===== src/verilog/qmc_consts.vh =====
// Purpose: Constants for the quad mode entry/exit command interpreter
// Assumes: Included by the design files by bare name
// Notes: Offsets are Wishbone byte addresses; opcodes are serial instruction codes
`ifndef QMC_CONSTS_VH
`define QMC_CONSTS_VH

// Serial instruction codes
`define QMC_OP_RD_SR1 8'h05
`define QMC_OP_RD_SR2 8'h35
`define QMC_OP_WR_SR 8'h01
`define QMC_OP_RD_ANY 8'h65
`define QMC_OP_WR_ANY 8'h71
`define QMC_OP_RST_EN 8'h66
`define QMC_OP_RST 8'h99
`define QMC_OP_EN4B 8'hb7
`define QMC_OP_RD_044 8'heb

// Configuration byte address and field positions
`define QMC_CFG_ADDR 32'h00800003
`define QMC_CFG_QPI_BIT 6
`define QMC_QE_BIT 1
`define QMC_MODE_CONT_NIB 4'ha
`define QMC_CTRL_EN_BIT 0

// Reset values
`define QMC_SR1_RST 8'h00
`define QMC_SR2_RST 8'h00
`define QMC_CFG_RST 8'h00
`define QMC_CTRL_RST 8'h01

// Wishbone register offsets
`define QMC_REG_STATE 8'h00
`define QMC_REG_SR1 8'h04
`define QMC_REG_SR2 8'h08
`define QMC_REG_CFG 8'h0c
`define QMC_REG_CTRL 8'h10

// State register field positions
`define QMC_ST_CONT 0
`define QMC_ST_QPI 1
`define QMC_ST_ADDR4 2
`define QMC_ST_QE 3
`define QMC_ST_ARMED 4

// Transaction phases
`define QMC_PH_CMD 3'd0
`define QMC_PH_ADDR 3'd1
`define QMC_PH_MODE 3'd2
`define QMC_PH_WDATA 3'd3
`define QMC_PH_RDATA 3'd4
`define QMC_PH_IDLE 3'd5

`endif


===== src/verilog/qmc_sync.v =====
// Purpose: Two flip-flop synchroniser for a bus of pin inputs
// Assumes: Inputs are asynchronous to ref_clk_in
// Notes: The first stage feeds only the second stage
`timescale 1ns/1ps
module qmc_sync #(
    parameter W = 6
) (
    // Clock and reset
    input wire ref_clk_in,
    input wire rst_in,
    // Pins and synchronised copy
    input wire [W-1:0] async_in,
    output wire [W-1:0] sync_out
);
    genvar i;
    generate
        for (i = 0; i < W; i = i + 1) begin : g_bit
            reg meta;
            reg stable;
            // Two stages per bit
            always @(posedge ref_clk_in or posedge rst_in) begin
                if (rst_in) begin
                    meta <= 1'b0;
                    stable <= 1'b0;
                end else begin
                    meta <= async_in[i];
                    stable <= meta;
                end
            end
            assign sync_out[i] = stable;
        end
    endgenerate
endmodule


===== src/verilog/qmc_top.v =====
// Purpose: Serial flash command interpreter for quad and mode changes
// Assumes: Serial clock well below ref_clk_in / 4; SDR transfers only
// Notes: Array data is not modelled; read data phases are ignored
`timescale 1ns/1ps
`include "qmc_consts.vh"
// Behaviour
// RULE1 - Quad enable flag is status two bit one
// RULE2 - 05h returns status one, 35h status two
// RULE3 - 01h second byte bit one loads flag
// RULE4 - Host sets flag before continuous quad read
// RULE5 - Mode bits Axh enter continuous read
// RULE6 - Mode 00h leaves continuous after read
// RULE7 - Other mode bits leave continuous mode
// RULE8 - 65h/71h at 800003h bit6 enables quad
// RULE9 - Clearing bit6 returns to single line
// RULE10 - Soft reset sequence leaves quad mode
// RULE11 - Reset is 66h then 99h, any width
// RULE12 - B7h enters 4-byte addressing, no enable
// RULE13 - Continuous mode starts with quad address
module qmc_top (
    // Clock and reset
    input wire ref_clk_in,
    input wire rst_in,
    // Serial link pins
    input wire sclk_in,
    input wire cs_n_in,
    input wire [3:0] dq_in,
    output reg [3:0] dq_out,
    output reg [3:0] dq_oe_out,
    // Mode indications
    output reg cont_mode_out,
    output reg qpi_mode_out,
    output reg addr4_mode_out,
    // Wishbone slave
    input wire wb_cyc_in,
    input wire wb_stb_in,
    input wire wb_we_in,
    input wire [7:0] wb_adr_in,
    input wire [3:0] wb_sel_in,
    input wire [31:0] wb_dat_in,
    output reg [31:0] wb_dat_out,
    output reg wb_ack_out
);
    // Synchronised pins and edge history
    wire [5:0] pins;
    reg sclk_d;
    reg cs_n_d;
    wire sclk_s = pins[5];
    // Select crosses inverted so the synchroniser's reset value is the idle level
    wire cs_n_s = ~pins[4];
    wire [3:0] dq_s = pins[3:0];
    wire sclk_rise = sclk_s & ~sclk_d;
    wire sclk_fall = ~sclk_s & sclk_d;
    wire cs_fall = ~cs_n_s & cs_n_d;
    wire cs_rise = cs_n_s & ~cs_n_d;
    // Bus write lands at the edge where the master sees ack high
    wire bus_wr = wb_cyc_in & wb_stb_in & wb_we_in & wb_ack_out & wb_sel_in[0];

    // Device state
    reg [7:0] sr1;
    reg [7:0] sr2;
    reg [7:0] cfg;
    reg [7:0] ctrl;
    reg armed;
    reg [2:0] ph;
    reg [7:0] cmd;
    reg [7:0] in_sh;
    reg [3:0] bit_cnt;
    reg [2:0] byte_idx;
    reg [31:0] addr;
    reg [7:0] out_sh;
    reg [7:0] out_byte;
    reg [3:0] out_cnt;
    reg mode_seen;
    reg mode_keep;
    reg [7:0] next_byte;
    reg [3:0] next_bit_cnt;
    wire quad_now;
    wire byte_done;
    wire [2:0] addr_last;
    wire quad_lane_enable_flag = sr2[`QMC_QE_BIT];

    // Lanes used by a phase: four in quad instruction mode or past the 0-4-4 opcode
    function lanes_quad;
        input qpi;
        input [2:0] phase;
        input [7:0] opcode;
        begin
            lanes_quad = qpi | ((opcode == `QMC_OP_RD_044) && (phase != `QMC_PH_CMD));
        end
    endfunction

    // Register offset decode for the Wishbone side
    function [31:0] reg_read;
        input [7:0] adr;
        begin
            case (adr)
                `QMC_REG_STATE: reg_read = {27'h0, armed, quad_lane_enable_flag,
                    addr4_mode_out, qpi_mode_out, cont_mode_out};
                `QMC_REG_SR1: reg_read = {24'h0, sr1};
                `QMC_REG_SR2: reg_read = {24'h0, sr2};
                `QMC_REG_CFG: reg_read = {24'h0, cfg};
                `QMC_REG_CTRL: reg_read = {24'h0, ctrl};
                default: reg_read = 32'h0;
            endcase
        end
    endfunction

    qmc_sync #(.W(6)) i_qmc_sync (
        .ref_clk_in(ref_clk_in),
        .rst_in(rst_in),
        .async_in({sclk_in, ~cs_n_in, dq_in}),
        .sync_out(pins)
    );

    assign quad_now = lanes_quad(qpi_mode_out, ph, cmd);
    assign addr_last = addr4_mode_out ? 3'd3 : 3'd2;

    // Next received byte and bit count at a rising serial edge
    always @* begin
        if (quad_now) begin
            next_byte = {in_sh[3:0], dq_s};
            next_bit_cnt = bit_cnt + 4'd4;
        end else begin
            next_byte = {in_sh[6:0], dq_s[0]};
            next_bit_cnt = bit_cnt + 4'd1;
        end
    end
    assign byte_done = next_bit_cnt[3];

    // Edge history; held during a bus write so a serial edge is taken next cycle
    always @(posedge ref_clk_in or posedge rst_in) begin
        if (rst_in) begin
            sclk_d <= 1'b0;
            cs_n_d <= 1'b1;
        end else if (!bus_wr) begin
            sclk_d <= sclk_s;
            cs_n_d <= cs_n_s;
        end
    end

    // Serial command decoder and mode state
    always @(posedge ref_clk_in or posedge rst_in) begin
        if (rst_in) begin
            sr1 <= `QMC_SR1_RST;
            sr2 <= `QMC_SR2_RST;
            cfg <= `QMC_CFG_RST;
            ctrl <= `QMC_CTRL_RST;
            armed <= 1'b0;
            ph <= `QMC_PH_IDLE;
            cmd <= 8'h00;
            in_sh <= 8'h00;
            bit_cnt <= 4'h0;
            byte_idx <= 3'h0;
            addr <= 32'h0;
            out_byte <= 8'h00;
            mode_seen <= 1'b0;
            mode_keep <= 1'b0;
            cont_mode_out <= 1'b0;
            qpi_mode_out <= 1'b0;
            addr4_mode_out <= 1'b0;
        end else if (bus_wr) begin
            // Bus write takes the cycle; the held edge history defers serial events
            case (wb_adr_in)
                `QMC_REG_SR1: sr1 <= wb_dat_in[7:0];
                `QMC_REG_SR2: sr2 <= wb_dat_in[7:0];
                `QMC_REG_CFG: begin
                    cfg <= wb_dat_in[7:0];
                    qpi_mode_out <= wb_dat_in[`QMC_CFG_QPI_BIT];
                end
                `QMC_REG_CTRL: ctrl <= wb_dat_in[7:0];
                default: ;
            endcase
        end else if (cs_fall) begin
            bit_cnt <= 4'h0;
            byte_idx <= 3'h0;
            mode_seen <= 1'b0;
            if (!ctrl[`QMC_CTRL_EN_BIT]) begin
                ph <= `QMC_PH_IDLE;
            end else if (cont_mode_out) begin
                // RULE13 quad address first
                ph <= `QMC_PH_ADDR;
                cmd <= `QMC_OP_RD_044;
            end else begin
                ph <= `QMC_PH_CMD;
                cmd <= 8'h00;
            end
        end else if (cs_rise) begin
            ph <= `QMC_PH_IDLE;
            // RULE6 exit at end of read
            // RULE7 other bits exit
            if (mode_seen) begin
                cont_mode_out <= mode_keep;
            end
        end else if (!cs_n_s && sclk_rise && ph != `QMC_PH_IDLE && ph != `QMC_PH_RDATA) begin
            in_sh <= next_byte;
            bit_cnt <= byte_done ? 4'h0 : next_bit_cnt;
            if (byte_done) begin
                byte_idx <= byte_idx + 3'd1;
                case (ph)
                    `QMC_PH_CMD: begin
                        cmd <= next_byte;
                        byte_idx <= 3'h0;
                        armed <= 1'b0;
                        ph <= `QMC_PH_IDLE;
                        case (next_byte)
                            // RULE2 status reads
                            `QMC_OP_RD_SR1: begin
                                out_byte <= sr1;
                                ph <= `QMC_PH_RDATA;
                            end
                            `QMC_OP_RD_SR2: begin
                                out_byte <= sr2;
                                ph <= `QMC_PH_RDATA;
                            end
                            `QMC_OP_WR_SR: ph <= `QMC_PH_WDATA;
                            `QMC_OP_RD_ANY: ph <= `QMC_PH_ADDR;
                            `QMC_OP_WR_ANY: ph <= `QMC_PH_ADDR;
                            `QMC_OP_RD_044: ph <= `QMC_PH_ADDR;
                            // RULE11 reset enable
                            `QMC_OP_RST_EN: armed <= 1'b1;
                            `QMC_OP_RST: begin
                                // RULE10 soft reset exit
                                if (armed) begin
                                    qpi_mode_out <= 1'b0;
                                    cont_mode_out <= 1'b0;
                                    addr4_mode_out <= 1'b0;
                                    cfg <= `QMC_CFG_RST;
                                end
                            end
                            // RULE12 enter 4-byte
                            `QMC_OP_EN4B: addr4_mode_out <= 1'b1;
                            default: ;
                        endcase
                    end
                    `QMC_PH_ADDR: begin
                        addr <= {addr[23:0], next_byte};
                        if (byte_idx == addr_last) begin
                            byte_idx <= 3'h0;
                            if (cmd == `QMC_OP_RD_044) begin
                                ph <= `QMC_PH_MODE;
                            end else if (cmd == `QMC_OP_WR_ANY) begin
                                ph <= `QMC_PH_WDATA;
                            end else begin
                                // RULE8 configuration read
                                ph <= `QMC_PH_RDATA;
                                if (({addr[23:0], next_byte} & (addr4_mode_out ?
                                    32'hffffffff : 32'h00ffffff)) == `QMC_CFG_ADDR) begin
                                    out_byte <= cfg;
                                end else begin
                                    out_byte <= 8'hff;
                                end
                            end
                        end
                    end
                    `QMC_PH_MODE: begin
                        // RULE5 mode bits enter
                        // RULE4 flag gates entry
                        mode_seen <= 1'b1;
                        mode_keep <= (next_byte[7:4] == `QMC_MODE_CONT_NIB) &&
                            quad_lane_enable_flag;
                        ph <= `QMC_PH_IDLE;
                    end
                    `QMC_PH_WDATA: begin
                        if (cmd == `QMC_OP_WR_SR) begin
                            if (byte_idx == 3'd0) begin
                                sr1 <= next_byte;
                            end else begin
                                // RULE3 second byte loads
                                // RULE1 flag at bit one
                                sr2 <= next_byte;
                                ph <= `QMC_PH_IDLE;
                            end
                        end else begin
                            ph <= `QMC_PH_IDLE;
                            if ((addr & (addr4_mode_out ? 32'hffffffff : 32'h00ffffff)) ==
                                `QMC_CFG_ADDR) begin
                                // RULE8 volatile enable
                                // RULE9 clear returns single
                                cfg <= next_byte;
                                qpi_mode_out <= next_byte[`QMC_CFG_QPI_BIT];
                            end
                        end
                    end
                    default: ph <= `QMC_PH_IDLE;
                endcase
            end
        end
    end

    // Read data shifter: drives on falling serial edges
    always @(posedge ref_clk_in or posedge rst_in) begin
        if (rst_in) begin
            out_sh <= 8'h00;
            out_cnt <= 4'h0;
            dq_out <= 4'h0;
            dq_oe_out <= 4'h0;
        end else if (cs_n_s || ph != `QMC_PH_RDATA) begin
            out_cnt <= 4'h0;
            dq_oe_out <= 4'h0;
        end else if (sclk_fall && !bus_wr) begin
            if (quad_now) begin
                dq_out <= (out_cnt == 4'h0) ? out_byte[7:4] : out_sh[7:4];
                out_sh <= (out_cnt == 4'h0) ? {out_byte[3:0], 4'h0} : {out_sh[3:0], 4'h0};
                out_cnt <= (out_cnt == 4'h4) ? 4'h0 : out_cnt + 4'd4;
                dq_oe_out <= 4'hf;
            end else begin
                dq_out <= {2'b00, ((out_cnt == 4'h0) ? out_byte[7] : out_sh[7]), 1'b0};
                out_sh <= (out_cnt == 4'h0) ? {out_byte[6:0], 1'b0} : {out_sh[6:0], 1'b0};
                out_cnt <= (out_cnt == 4'h7) ? 4'h0 : out_cnt + 4'd1;
                dq_oe_out <= 4'h2;
            end
        end
    end

    // Wishbone answer: ack one cycle after the request, dropped the next
    always @(posedge ref_clk_in or posedge rst_in) begin
        if (rst_in) begin
            wb_ack_out <= 1'b0;
            wb_dat_out <= 32'h0;
        end else begin
            wb_ack_out <= wb_cyc_in & wb_stb_in & ~wb_ack_out;
            if (wb_cyc_in && wb_stb_in && !wb_ack_out && !wb_we_in) begin
                wb_dat_out <= reg_read(wb_adr_in);
            end
        end
    end
endmodule


===== config.mk =====
export PLATFORM = sky130hd
export DESIGN_NAME = qmc_top
export DESIGN_NICKNAME = d
export VERILOG_FILES = /design/src/verilog/qmc_sync.v /design/src/verilog/qmc_top.v
export VERILOG_INCLUDE_DIRS = /design/src /design/src/verilog
export SDC_FILE = /design/constraint.sdc
export NUM_CORES = 1
export LEC_CHECK = 0
export ABC_AREA = 1
export BUFFER_PORTS_ARGS = -buffer_cell sky130_fd_sc_hd__buf_2
export CORE_ASPECT_RATIO = 0.5
export CORE_MARGIN = 2
export CORE_UTILIZATION = 45
export CTS_BUF_LIST = sky130_fd_sc_hd__clkbuf_16
export DETAILED_ROUTE_END_ITERATION = 10
export GPL_ROUTABILITY_DRIVEN = 1
export PLACE_DENSITY_LB_ADDON = 0.08
export SLEW_MARGIN = 20
export SYNTH_ARGS = -nofsm -noshare
export SYNTH_HDL_FRONTEND = slang
export SYNTH_HIERARCHICAL = 1
export SYNTH_SLANG_ARGS = --single-unit

===== constraint.sdc =====
create_clock -name ref_clk_in -period 5.4 [get_ports ref_clk_in]
set_input_delay 0.27 -clock ref_clk_in [delete_from_list [all_inputs] [get_ports ref_clk_in]]
set_output_delay 0.27 -clock ref_clk_in [all_outputs]
set_load 0.005 [all_outputs]

* Yosys cells after proc, flatten, opt, wreduce, memory -nomap -nowiden
Cells that the tools add are included.
** Operators by class
- Add/subtract/negate cells :: 5
- Equality and inequality tests :: 47
- Muxes and demuxes :: 107
- Bitwise operators :: 22
- Reductions and logical operators :: 57
** Operators by type and width (number)
- $mux 8 :: 43
- $and 32x32->32 :: 2
- $eq 32x24->1 const B :: 2
- $mux 4 :: 14
- $mux 3 :: 16
- $pmux 8 s2 :: 3
- $pmux 8 s5 :: 1
- $reduce_bool 2->1 :: 17
- $eq 8x7->1 const B :: 4
- $eq 8x8->1 const B :: 4
- $mux 32 :: 1
- $reduce_and 8->1 :: 4
- $mux 1 :: 24
- $reduce_and 6->1 :: 4
- $reduce_and 10->1 :: 2
- $pmux 3 s3 :: 2
- $eq 8x1->1 const B :: 2
- $eq 8x3->1 const B :: 2
- $eq 8x4->1 const B :: 2
- $ne 3x3->1 const B :: 5
- $ne 2x1->1 const B :: 7
- $ne 2x2->1 const B :: 6
- $reduce_bool 3->1 :: 4
- $not 1->1 :: 10
- 30 further kinds :: 57
** Word-level totals
- Flip-flop bits (word level) :: 170
- Input port bits :: 55
- Output and inout port bits :: 44
- Word-level logic and storage cells :: 275

* Logic depth before layout (Yosys ltp)
- Word-level depth :: 12
- Gate-level depth with buffers :: 17

* Modules after synthesis
Netlist, hierarchy kept.
** By module, submodules not included
- qmc_top :: instances 1, cells each 888, area an instance 7074.3 µm², sequential area each 3233.1 µm²
- qmc_sync :: instances 1, cells each 19, area an instance 349.1 µm², sequential area each 300.3 µm²

* Worst setup path before layout
OpenSTA, ideal clock, no wires.
- Path type :: register to register
- Start point :: register ph[2]
- End point :: register cfg[3]
- Setup time :: 117 ps
- Data arrival time :: 1882 ps
- Path slack :: 3401 ps
- Stages on the path, launching flop included :: 16
- Buffers on the path :: 2
- Period minus slack after synthesis :: 1999 ps
- Cell sequence :: dfstp_2 nor2_4 nand2_4 nand3_4 nand2_4 buf_6 nand2_1 nand2_2 nand2_1 nor2_1 nand3_1 nand3_2 nand3_4 buf_6 nand2_1 o21ai_2
** Between the ends
- Longest elaborated chain between the ends :: 12
- Elaborated cells on any way between the ends :: 28
** Ends and longest elaborated chain
- start, declared :: RTL line qmc_top.v:65 : reg [2:0] ph;
- start signal, assigned :: RTL line qmc_top.v:150 : ph <= `QMC_PH_IDLE;
- start signal, assigned :: RTL line qmc_top.v:179 : ph <= `QMC_PH_IDLE;
- start signal, assigned :: RTL line qmc_top.v:182 : ph <= `QMC_PH_ADDR;
- $reduce_bool 3->1 (no line)
- $logic_and 1x1->1 :: RTL line qmc_top.v:89 : lanes_quad = qpi | ((opcode == `QMC_OP_RD_044) && (phase != `QMC_PH_CMD));
- $or 1x1->1 :: RTL line qmc_top.v:89
- $mux 8 :: RTL line qmc_top.v:121 : if (quad_now) begin
- $mux 8 :: RTL line qmc_top.v:276 : if ((addr & (addr4_mode_out ? 32'hffffffff : 32'h00ffffff)) ==
- $mux 8 :: RTL line qmc_top.v:265 : if (cmd == `QMC_OP_WR_SR) begin
- $pmux 8 s2 :: RTL line qmc_top.v:200 : case (ph)
- $mux 8 :: RTL line qmc_top.v:198 : if (byte_done) begin
- $mux 8 :: RTL line qmc_top.v:195 : end else if (!cs_n_s && sclk_rise && ph != `QMC_PH_IDLE && ph != `QMC_PH_RDATA) begin
- $mux 8 :: RTL line qmc_top.v:188 : end else if (cs_rise) begin
- $mux 8 :: RTL line qmc_top.v:174 : end else if (cs_fall) begin
- $mux 8 :: RTL line qmc_top.v:162 : end else if (bus_wr) begin
- end signal, assigned :: RTL line qmc_top.v:147 : cfg <= `QMC_CFG_RST;
- end signal, assigned :: RTL line qmc_top.v:168 : cfg <= wb_dat_in[7:0];
- end signal, assigned :: RTL line qmc_top.v:228 : cfg <= `QMC_CFG_RST;
- end, declared :: RTL line qmc_top.v:62 : reg [7:0] cfg;
Several ways; a longest one is shown, not always the timed one. The select of a mux whose other input is x is not followed.
A chain may end at the register's enable or synchronous reset.

* Worst setup path after layout
- Start point :: register wb_ack_out
- End point :: register addr[17]
** Between the ends
- Longest elaborated chain between the ends :: 4
** Ends and longest elaborated chain
- start, declared :: RTL line qmc_top.v:42 : output reg wb_ack_out
- start signal, assigned :: RTL line qmc_top.v:322 : wb_ack_out <= wb_cyc_in & wb_stb_in & ~wb_ack_out;
- $and 1x1->1 (2 in a row) :: RTL line qmc_top.v:57 : wire bus_wr = wb_cyc_in & wb_stb_in & wb_we_in & wb_ack_out & wb_sel_in[0];
- $not 1->1 (no line)
- $reduce_and 6->1 (no line)
- end signal, assigned :: RTL line qmc_top.v:237 : addr <= {addr[23:0], next_byte};
- end, declared :: RTL line qmc_top.v:70 : reg [31:0] addr;
Every way passes these cells.

==> impl_results.md <==
- Max-cap viol count: 0
- Number of nets with antenna violations after routing: 0
- Final-layout setup total negative slack: 0 ps
- Count of final setup violators: 0
- Worst slack at placement: 1980 ps
- Leakage power summed over all cells: 3.97 nW
- Setup repair after global routing missed its margin: false
- Die width: 186 um
- Antenna cells: 0
- All-Layer GR Usage: 0.231
- Die area: 17600 um2
- Number of nets at the end of the flow: 1012
- Y dimension of the die: 94.8 um
- Starting DRT DRC Count: 403
- Number of warnings reported in the yosys synthesis log: 6
- Remaining Overflow, GRT: 0
- Number of different library cells in the post-synthesis netlist: 47
- Achievable clock frequency: 0.298 GHz
- Min cycle time layout: 3350 ps
- Clock tree buffer depth: 2
- Number of vias after detailed routing: 6117
- DR DRC count: 0
- Final Wtd Congestion: 0.938
- Number of primary I/O pins: 99
- Result of the run: completed
- Core Area: 16300 um2
- Via count of the first global-routing pass: 5649
- Post-DR vias/cell: 5.14
- Total number of placement rows: 33
- Worst Setup Start Kind: register
- Startpoint of the lowest-slack register-to-register path: wb_ack_out
- Clock Latency Late Sink: 430 ps
- Number of buffers added by the clock tree synthesis step: 17
- Min setup slack post-route: 2050 ps
- Fraction of layout instances using a drive strength above 1: 0.158
- Mean cell area of the mapped netlist: 8.18 um2
- Number of enable flip-flop cells after synthesis: 0
- Reg2Reg Capture Point: addr[17]
- Crit end category: register
- Maximum number of pins on one net before global-route repair: 77
- Number of port buffers: 47
- Register bit count reported by yosys: 141
- Critical Path Fanout Max: 48
- Worst vdd rail ir drop: 0.224 mV
- Max-slew headroom: 0.360
- Number of detailed-routing iterations run before antenna repair: 5
- Initial cell density of the core: 0.456
- Category of the most critical setup path: reg -> reg
- Number of standard cells after synthesis: 907
- Placed wire-length estimate: 13500 um
- Clock tree root buffer cell: sky130_fd_sc_hd__clkbuf_16
- Sink Count: 141
- Data required time at the worst endpoint: 5710 ps
- Most frequently used flop master after synthesis: sky130_fd_sc_hd__dfrtp_1
- Setup slack on the worst flop-to-flop path: 2050 ps
- Share of synthesized flip-flops with an asynchronous set or reset: 1.00
- Clock H-tree levels: 4
- Area growth syn-to-layout: 12.3%
- Terminating pin of the worst hold path: wb_ack_out
- Routed wire length: 18700 um
- Post-route fraction of the period consumed by the critical path: 0.621
- Class of the tightest hold or removal check: in -> reg
- # Post-CTS Setup Buffers: 0
- Number of antenna violations at the first check in global routing: 0
- Total power per unit cell area: 346 nW/um2
- Mean routed wirelength per cell: 15.8 um
- Seq/Total Area, Yosys: 0.476
- Number of cell instances on the worst register-to-register path: 10
- Least-Margin Pin Slew: 961 ps
- Origin of the worst setup path: wb_ack_out
- Count of final max-slew check failures: 0
- Global-route wire length before repair: 30600 um
- Netlist area before placement: 7420 um2
- Start point of the worst min-delay path: wb_stb_in
- Cell depth of the worst hold path: 3
- Endpoint arrival time on the critical path: 3660 ps
- Final Hold Fails: 0
- Clock slew seen by the registers of the worst setup and hold paths: 60 ps
- CTS tree: done
- Fin Clk Skew: 16.8 ps
==> worst max-delay path by stage <==
stage	to	slack, ps	depth (start not counted)
2_1_floorplan	addr4_mode_out	1700	1
3_3_place_gp	addr[13]	2050	13
3_5_place_dp	addr[27]	1980	13
4_1_cts	addr[12]	2040	10
5_1_grt	addr[16]	1720	10
6_report	addr[17]	2050	10
==> layer usage <==
metal,vias to the layer above,track usage,wire [um]
met5,-,0,0
met4,0,0.0741,348
met3,25,0.0509,949
met2,173,0.325,7590
met1,2904,0.349,9860
li1,3015,-,-
==> worst max-delay path, cell delays in order, from the launching register on <==
cell and delay, ps:
sky130_fd_sc_hd__dfrtp_1 390, sky130_fd_sc_hd__nand3_1 450, sky130_fd_sc_hd__inv_1 500, sky130_fd_sc_hd__nor2_1 220, sky130_fd_sc_hd__inv_1 90, sky130_fd_sc_hd__nor2_1 130, sky130_fd_sc_hd__inv_1 70, sky130_fd_sc_hd__nor2_1 580
sky130_fd_sc_hd__nand3_1 140, sky130_fd_sc_hd__buf_4 320, sky130_fd_sc_hd__mux2_2 320
==> report_power, final <==
part	internal [mW]	switching, mW	total [mW]
clock network	0.725	0.479	1.20
logic	0.144	0.313	0.457
registers	1.15	0.0685	1.22
total	2.02	0.861	2.88
==> placed cells by master (no fill, tap or decap), drive strengths merged, types with 17 or more instances in the layout <==
cell    instances
a21oi          39
buf            49
clkbuf         17
conb           24
dfrtp         137
inv           108
nand2         223
nand3          52
nor2           62
nor3           17
o21ai         126
==> final cells by class <==
cell class                      count  area (um2)
Multi-Input combinational cell    625        3200
Tap cell                          227         284
Sequential cell                   141        3530
Inverter                          109         412
Fill cell                        1571        7930
Clock inverter                     14         169
Timing Repair Buffer               56         320
Clock buffer                       17         425
==> repair_timing <==
action,in CTS,in global routing
hold endpoints to repair,18,0
hold buffers,7,0
gates resized for setup,0,0
==> flip-flops by register name, summed over array words and instances (netlist names), 8 cells and up <==
name	flops
addr	32
cfg	8
cmd	8
ctrl	8
out_byte	8
sr1	8
sr2	8
wb_dat_out	8
==> through the flow <==
step	hold WS (ps)	instance area (um2)	total power, mW	utilization	std cells
final	93.5	8340	2.88	0.513	1189
after global placement	310	7670	1.67	0.472	1151
after global routing	119	8340	3.03	0.513	1189
after CTS	75.7	8340	2.90	0.513	1189
after detailed placement	319	7670	1.68	0.472	1151
after floorplan	135	7510	1.55	-	930
==> cells by family (layout without fill, tap and decap cells) <==
group | after synthesis | count (layout) | synth area share
other | 1 | 24 | 0.000505
adder cells (fa/ha/maj) | 7 | 7 | 0.0118
AND/OR/NAND/NOR | 382 | 382 | 0.235
buffers and inverters | 164 | 196 | 0.105
XOR/XNOR | 2 | 2 | 0.00236
AO/OA/AOI/OAI | 191 | 191 | 0.141
multiplexers | 19 | 19 | 0.0283
flip-flops | 141 | 141 | 0.476
==> Yosys cell counts (all sizes together), types with 9 or more instances <==
cell,count,share of area
clkbuf,11,0.0056
nor2,62,0.036
dfrtp,137,0.46
buf,44,0.044
a21oi,39,0.026
nand4,9,0.0076
inv,106,0.054
nor3,17,0.013
nand3,52,0.040
o21ai,126,0.089
mux2,16,0.024
nand2,223,0.12
(Power assumes the default switching activity.)
